## config.mk

```make
export PLATFORM = sky130hd
export DESIGN_NAME = gpd_top
export DESIGN_NICKNAME = d
export VERILOG_FILES = /design/src/logic/gpd_pkg.sv /design/src/logic/gpd_port_if.sv /design/src/logic/gpd_top.sv /design/src/logic/gpd_port_bank.sv
export SDC_FILE = /design/constraint.sdc
export NUM_CORES = 1
export LEC_CHECK = 0
export ABC_CLOCK_PERIOD_IN_PS = 4150
export BUFFER_PORTS_ARGS = -buffer_cell sky130_fd_sc_hd__buf_4
export CAP_MARGIN = 20
export CORE_MARGIN = 2
export CORE_UTILIZATION = 54
export CTS_BUF_LIST = sky130_fd_sc_hd__clkbuf_16
export CTS_CLUSTER_DIAMETER = 100
export DETAILED_ROUTE_END_ITERATION = 12
export GPL_ROUTABILITY_DRIVEN = 1
export HOLD_SLACK_MARGIN = 0.03
export PLACE_DENSITY = 0.94
export SLEW_MARGIN = 25
export SYNTH_ARGS = -nofsm -noshare
export SYNTH_HDL_FRONTEND = slang
export SYNTH_SLANG_ARGS = --single-unit
export TNS_END_PERCENT = 1
```

## constraint.sdc

```tcl
create_clock -name i_clk -period 4.15 [get_ports i_clk]
set_input_delay 1.0375 -clock i_clk [delete_from_list [all_inputs] [get_ports i_clk]]
set_output_delay 1.0375 -clock i_clk [all_outputs]
set_load 0.01 [all_outputs]
```

## src/logic/gpd_pkg.sv

```systemverilog
package gpd_pkg;
    // file addresses decoded by the port block
    localparam int ADDR_W = 5;
    localparam int DATA_W = 8;
    localparam int FIRST_W = 4;
    localparam int BIT_IDX_W = 3;
    localparam logic [ADDR_W-1:0] FIRST_PORT_ADDR = 5'h05;
    localparam logic [ADDR_W-1:0] SECOND_PORT_ADDR = 5'h06;
    localparam logic [ADDR_W-1:0] THIRD_PORT_ADDR = 5'h07;
    // reset and read-back values, and the seed for the bit mask
    localparam logic [DATA_W-1:0] DIR_RESET = 8'hff;
    localparam logic [DATA_W-1:0] READ_ZERO = 8'h00;
    localparam logic [DATA_W-1:0] BIT_ONE = 8'h01;
endpackage

```

## src/logic/gpd_port_if.sv

```systemverilog
`timescale 1ns/1ns
interface gpd_port_if #(
    parameter int W = 8
);
    logic wr_en;
    logic [W-1:0] wr_data;
    logic dir_ld;
    logic [W-1:0] dir_data;
    logic [W-1:0] latch;
    logic [W-1:0] oe;

    modport bank (
        input wr_en,
        input wr_data,
        input dir_ld,
        input dir_data,
        output latch,
        output oe
    );
    modport ctrl (
        output wr_en,
        output wr_data,
        output dir_ld,
        output dir_data,
        input latch,
        input oe
    );
endinterface

```

## src/logic/gpd_top.sv

```systemverilog
`timescale 1ns/1ns
module gpd_top #(
    parameter bit HAS_THIRD_PORT = 1'b1
) (
    input wire logic i_clk,
    input wire logic i_sys_rst,
    input wire logic i_master_clear,
    input wire logic [gpd_pkg::ADDR_W-1:0] i_addr,
    input wire logic i_rd_en,
    input wire logic i_wr_en,
    input wire logic [gpd_pkg::DATA_W-1:0] i_wr_data,
    input wire logic i_bit_op_en,
    input wire logic [gpd_pkg::BIT_IDX_W-1:0] i_bit_idx,
    input wire logic i_bit_val,
    input wire logic i_dir_load,
    output logic [gpd_pkg::DATA_W-1:0] o_rd_data,
    output logic o_rd_valid,
    input wire logic [gpd_pkg::FIRST_W-1:0] i_first_port_pins,
    output logic [gpd_pkg::FIRST_W-1:0] o_first_port_pins_out,
    output logic [gpd_pkg::FIRST_W-1:0] o_first_port_pins_oe,
    input wire logic [gpd_pkg::DATA_W-1:0] i_second_port_pins,
    output logic [gpd_pkg::DATA_W-1:0] o_second_port_out,
    output logic [gpd_pkg::DATA_W-1:0] o_second_port_oe,
    input wire logic [gpd_pkg::DATA_W-1:0] i_third_port_pins,
    output logic [gpd_pkg::DATA_W-1:0] o_third_port_out,
    output logic [gpd_pkg::DATA_W-1:0] o_third_port_oe
);
    localparam int DW = gpd_pkg::DATA_W;
    localparam int FW = gpd_pkg::FIRST_W;

    logic sel_first;
    logic sel_second;
    logic sel_third;
    logic [DW-1:0] pins_first;
    logic [DW-1:0] pins_third;
    logic [DW-1:0] cur_pins;
    logic [DW-1:0] bit_mask;
    logic [DW-1:0] rmw_data;
    logic [DW-1:0] port_wr_data;
    logic [DW-1:0] rd_data_q;
    logic rd_valid_q;

    gpd_port_if #(.W(FW)) first_if ();
    gpd_port_if #(.W(DW)) second_if ();

    assign sel_first = (i_addr == gpd_pkg::FIRST_PORT_ADDR);
    assign sel_second = (i_addr == gpd_pkg::SECOND_PORT_ADDR);
    assign sel_third = (i_addr == gpd_pkg::THIRD_PORT_ADDR);

    // unimplemented upper bits of the first port read as zero
    assign pins_first = {{(DW-FW){1'b0}}, i_first_port_pins};

    // pin levels of the addressed port, taken live with no input latch
    always_comb begin
        cur_pins = gpd_pkg::READ_ZERO;
        if (sel_first) begin
            cur_pins = pins_first;
        end else if (sel_second) begin
            cur_pins = i_second_port_pins;
        end else if (sel_third) begin
            cur_pins = pins_third;
        end
    end

    // bit set/clear works on the pin levels, so input pins overwrite their latches
    assign bit_mask = gpd_pkg::BIT_ONE << i_bit_idx;
    assign rmw_data = i_bit_val ? (cur_pins | bit_mask) : (cur_pins & ~bit_mask);
    assign port_wr_data = i_bit_op_en ? rmw_data : i_wr_data;

    // write and direction strobes towards the first and second port banks
    assign first_if.wr_en = (i_wr_en || i_bit_op_en) && sel_first;
    assign first_if.wr_data = port_wr_data[FW-1:0];
    assign first_if.dir_ld = i_dir_load && sel_first;
    assign first_if.dir_data = i_wr_data[FW-1:0];
    assign second_if.wr_en = (i_wr_en || i_bit_op_en) && sel_second;
    assign second_if.wr_data = port_wr_data;
    assign second_if.dir_ld = i_dir_load && sel_second;
    assign second_if.dir_data = i_wr_data;

    gpd_port_bank #(.W(FW)) u_first (
        .i_clk(i_clk),
        .i_sys_rst(i_sys_rst),
        .i_master_clear(i_master_clear),
        .p(first_if.bank)
    );

    gpd_port_bank #(.W(DW)) u_second (
        .i_clk(i_clk),
        .i_sys_rst(i_sys_rst),
        .i_master_clear(i_master_clear),
        .p(second_if.bank)
    );

    assign o_first_port_pins_out = first_if.latch;
    assign o_first_port_pins_oe = first_if.oe;
    assign o_second_port_out = second_if.latch;
    assign o_second_port_oe = second_if.oe;

    // third address: a real port on the larger variant, a data register otherwise
    generate
        if (HAS_THIRD_PORT) begin : g_third_port
            gpd_port_if #(.W(DW)) third_if ();
            assign third_if.wr_en = (i_wr_en || i_bit_op_en) && sel_third;
            assign third_if.wr_data = port_wr_data;
            assign third_if.dir_ld = i_dir_load && sel_third;
            assign third_if.dir_data = i_wr_data;
            gpd_port_bank #(.W(DW)) u_third (
                .i_clk(i_clk),
                .i_sys_rst(i_sys_rst),
                .i_master_clear(i_master_clear),
                .p(third_if.bank)
            );
            assign pins_third = i_third_port_pins;
            assign o_third_port_out = third_if.latch;
            assign o_third_port_oe = third_if.oe;
        end else begin : g_third_reg
            logic [DW-1:0] gp_q;
            logic [DW-1:0] idle_q;
            // plain storage: written value reads back, pins stay floated
            always_ff @(posedge i_clk) begin
                if ((i_wr_en || i_bit_op_en) && sel_third) begin
                    gp_q <= port_wr_data;
                end
            end
            always_ff @(posedge i_clk) begin
                idle_q <= gpd_pkg::READ_ZERO;
            end
            assign pins_third = gp_q;
            assign o_third_port_out = idle_q;
            assign o_third_port_oe = idle_q;

            gp_reg_a: assert property (@(posedge i_clk) disable iff (i_sys_rst)
                i_wr_en && !i_bit_op_en && sel_third |=> gp_q == $past(i_wr_data))
                else $error("general purpose register lost its write");
        end
    endgenerate

    // read data is captured at the end of the cycle from the pins themselves
    always_ff @(posedge i_clk) begin
        if (i_sys_rst) begin
            rd_data_q <= gpd_pkg::READ_ZERO;
        end else if (i_rd_en) begin
            rd_data_q <= cur_pins;
        end
    end

    // one-cycle marker that read data is valid
    always_ff @(posedge i_clk) begin
        if (i_sys_rst) begin
            rd_valid_q <= 1'b0;
        end else begin
            rd_valid_q <= i_rd_en;
        end
    end

    assign o_rd_data = rd_data_q;
    assign o_rd_valid = rd_valid_q;

    rd_pins_a: assert property (@(posedge i_clk) disable iff (i_sys_rst)
        i_rd_en && sel_second |=> o_rd_valid && o_rd_data == $past(i_second_port_pins))
        else $error("second port read did not return pin levels");

    dir_reset_a: assert property (@(posedge i_clk)
        i_sys_rst |=> o_second_port_oe == gpd_pkg::READ_ZERO && o_first_port_pins_oe == '0)
        else $error("pins not floated after reset");

    first_upper_a: assert property (@(posedge i_clk) disable iff (i_sys_rst)
        i_rd_en && sel_first |=> o_rd_data[DW-1:FW] == '0
            && o_rd_data[FW-1:0] == $past(i_first_port_pins))
        else $error("first port read wrong");

    dir_load_a: assert property (@(posedge i_clk) disable iff (i_sys_rst || i_master_clear)
        i_dir_load && sel_second && !$past(i_master_clear) |=> o_second_port_oe == ~$past(i_wr_data))
        else $error("direction load not applied");

    wr_latch_a: assert property (@(posedge i_clk) disable iff (i_sys_rst)
        i_wr_en && !i_bit_op_en && sel_second |=> o_second_port_out == $past(i_wr_data))
        else $error("port write not latched at cycle end");

    latch_hold_a: assert property (@(posedge i_clk)
        !((i_wr_en || i_bit_op_en) && sel_second) |=> $stable(o_second_port_out))
        else $error("output latch changed without a write");

    rmw_bit_a: assert property (@(posedge i_clk) disable iff (i_sys_rst)
        i_bit_op_en && sel_second |=> o_second_port_out ==
            (($past(i_second_port_pins) & ~(gpd_pkg::BIT_ONE << $past(i_bit_idx)))
            | ({{(DW-1){1'b0}}, $past(i_bit_val)} << $past(i_bit_idx))))
        else $error("bit set or clear wrote wrong latch value");

    master_clear_keep_a: assert property (@(posedge i_clk)
        i_master_clear && !((i_wr_en || i_bit_op_en) && sel_first) |=> $stable(o_first_port_pins_out)
            ##0 o_first_port_pins_oe == '0)
        else $error("master clear disturbed first port latch");

    dir_hold_a: assert property (@(posedge i_clk) disable iff (i_sys_rst || i_master_clear)
        !(i_dir_load && sel_second) && !$past(i_sys_rst) |=> $stable(o_second_port_oe))
        else $error("direction changed without a load");
endmodule

```

## src/logic/gpd_port_bank.sv

```systemverilog
`timescale 1ns/1ns
module gpd_port_bank #(
    parameter int W = 8
) (
    input wire logic i_clk,
    input wire logic i_sys_rst,
    input wire logic i_master_clear,
    gpd_port_if.bank p
);
    logic [W-1:0] dir_q;
    logic [W-1:0] dir_d;
    logic [W-1:0] latch_q;
    logic [W-1:0] oe_q;

    // direction is write-only: only the load strobe, a reset or a master clear changes it
    always_comb begin
        dir_d = dir_q;
        if (i_sys_rst || i_master_clear) begin
            dir_d = gpd_pkg::DIR_RESET[W-1:0];
        end else if (p.dir_ld) begin
            dir_d = p.dir_data;
        end
    end

    always_ff @(posedge i_clk) begin
        dir_q <= dir_d;
    end

    // enable kept as its own flop so the pin driver comes straight from a register
    always_ff @(posedge i_clk) begin
        oe_q <= ~dir_d;
    end

    // latch has no reset: left unknown at power-on, kept through master clear
    always_ff @(posedge i_clk) begin
        if (p.wr_en) begin
            latch_q <= p.wr_data;
        end
    end

    assign p.latch = latch_q;
    assign p.oe = oe_q;
endmodule

```

==> flow_summary.yaml <==
floorplanning:
  num_rows: 26
  ios: 93
  dieWidth_um: 76.8
  die_y_um: 76.8
  dieArea_sq_um: 5900
  core_region_area_sq_um: 5110
  start_util_pct: 56.1
global_route:
  grt_overflow: 0
  antenna_found_initial: 0
  grt_max_degree: 25
  grtUsageTotal_pct: 24.8
  grt_pass1_vias: 2263
  grt_pass1_wl_um: 11400
synth:
  ys_seq_area_share_pct: 55.2
  synthFlopType: "dfxtp_1"
  yosys_warnings: 0
  synth_area_sq_um: 2870
  synth-async-reset-ratio_pct: 0
  postSynthCellCount: 257
  syn_nets: 301
  ys_types: 40
  syn_area_per_cell_sq_um: 11.1
  synth.ff_latch_count: 69
  synth_edf_count: 20
drt:
  drtIter0Drc: 196
  postRouteWirelength_um: 7250
  wl_per_cell_um: 17.3
  dr.pass1.iters: 5
  vias: 2340
  drc_errors: 0
  ant_nets: 0
  vias_per_cell: 5.60
power_and_ir_drop:
  p_int_mw: 1.26
  swShare_pct: 21.5
  p_per_area_nw_per_um2: 415
  power.leakage_nw: 1.62
  pwr-share-clk_pct: 48.4
  p_sw_mw: 0.344
  combPwrFrac_pct: 7.5
  vdd_ir_drop_max_v: 0.000253
  pwr-share-seq_pct: 44.1
placement:
  gp_congestion: 0.856
  io_buffers: 92
  dp.cells: 402
  place_hpwl_um: 5100
  dp_slack_ns: 1.31
clocking:
  cts_hold_buf: 0
  cts_made_buffers: 9
  cts_max_path_buffers: 2
  clk_pin_slew_ns: 0.05
  cts_setup_buffers: 0
  cts_max_level: 3
  cts_tree: "yes"
  clock_sinks: 69
  ctsResizeCount: 0
  ctsRootBufferMaster: "clkbuf_16"
  worstSkewPairLatency_ns: 0.33
final_layout:
  drive_gt1_share_pct: 36.2
  syn2layout_area_growth_pct: 34.8
  n_antenna_cell: 0
  instances_no_fill: 418
  seqCellArea_sq_um: 1580
  nets: 387
  fillers: 356
  multi_input_area_sq_um: 1190
sta:
  whs_ns: 0.489
  finClkSkew_ns: 0.00182
  hold_violations: 0
  setup-tns-final_ns: 0
  drv_slew: 0
  clock.fmax_mhz: 400
  final.period_utilization_pct: 60.3
  min_period_ns: 2.50
  tightestPinTransition_ns: 0.876
  rsz0062_at_grt: "false"
  setup-violations-final: 0
  slew_headroom_pct: 41.6
  setup_ws_ns: 1.65
setup_path:
  critPathRequiredTime_ns: 4.37
  startpoint_type: "input pin"
  cp.arrival_ns: 2.72
  cp_max_fo: 16
  crit_type: "input pin to flop"
  end_kind: "flop"
run_status:
  status: "completed"
run:
  cap_violations: 0
worst_hold_path:
  hp-class: "flop to flop"
## cells in the mapped netlist, types with 5 or more instances
master | instances | share of area (%)
nor3b_1 | 5 | 1.3
mux2i_1 | 20 | 7.0
nor2_1 | 37 | 4.8
o21ai_0 | 7 | 1.2
clkbuf_1 | 11 | 1.4
and3b_1 | 5 | 1.5
nand2b_1 | 13 | 2.8
nor3_1 | 9 | 1.6
dfxtp_1 | 49 | 34
edfxtp_1 | 20 | 21
and3_1 | 5 | 1.1
nand3_1 | 9 | 1.6
o31ai_1 | 5 | 1.3
mux2_2 | 13 | 5.1
## sequential cells by signal (all words and copies together) (netlist names)
name,cells
g_third_port.u_third.p.oe,8
g_third_port.u_third.dir_q,8
u_second.p.oe,8
u_second.p.latch,8
u_second.dir_q,8
u_first.p.latch,4
u_first.p.oe,4
o_rd_data,8
o_rd_valid,1
u_first.dir_q,4
g_third_port.u_third.p.latch,8
## power groups by stage
stage,clock (mW),sequential [mW],combinational (mW)
after CTS,0.775,0.706,0.118
final,0.775,0.706,0.120
after global placement,0,0.720,0.114
after floorplan,0,0.723,0.0551
after detailed placement,0,0.720,0.117
after global routing,0.802,0.706,0.129
## final timing paths
kind,from,to,slack (ns),cells after the start
worst max-delay path,i_addr[3],g_third_port.u_third.p.oe[0],1.65,4
worst min-delay path,o_rd_data[4],o_rd_data[4],0.49,2
worst max register to register,u_second.dir_q[6],u_second.p.oe[6],3.37,2
worst min register to register,o_rd_data[4],o_rd_data[4],0.49,2
## stage by stage
| stage | cell area, sq um | util, % | total power, mW |
|---|---|---|---|
| 6_report | 3860 | 75.6 | 1.60 |
| 5_1_grt | 3860 | 75.6 | 1.64 |
| 4_1_cts | 3860 | 75.6 | 1.60 |
| 3_5_place_dp | 3550 | 69.6 | 0.837 |
| 3_3_place_gp | 3550 | 69.6 | 0.834 |
| 2_1_floorplan | 2870 | - | 0.778 |
## placed cells by master, fill, tap and decap left out, drive strengths merged, types with 6 or more instances in the layout
| cell | synthesis | final |
|---|---|---|
| buf | 6 | 92 |
| dfxtp | 49 | 49 |
| nor2 | 38 | 38 |
| mux2i | 20 | 20 |
| edfxtp | 20 | 20 |
| mux2 | 16 | 16 |
| nand2b | 13 | 13 |
| o21ai | 11 | 11 |
| clkbuf | 11 | 10 |
| nand3 | 10 | 10 |
| nor3 | 9 | 9 |
| and3b | 6 | 6 |
## cell type report
| type | count | area share (%) |
|---|---|---|
| clock inverter | 6 | 1.49 |
| inverter | 2 | 0.194 |
| sequential | 69 | 41.0 |
| clock buffer | 10 | 6.48 |
| tap | 70 | 2.27 |
| multi-input combinational | 169 | 30.7 |
| timing repair buffer | 92 | 17.9 |
## per-layer routing
layer	vias up	wire [um]	GRT usage (%)
met5	-	0	0
met4	0	264	12.4
met3	25	444	6.47
met2	100	3590	42.3
met1	1104	2950	28.9
li1	1111	-	-
## worst max-delay path: stages
cell and delay, ns:
buf_4 0.12, and3b_4 0.38, and3_1 0.76, mux2_2 0.42
## cell families after synthesis
logic type,synth area share [%]
muxes,13.5
DFF,55.2
AOI/OAI and AO/OA,8.12
buffers and inverters,3.41
and+or+nand+nor,19.7
(Power assumes the default switching activity.)
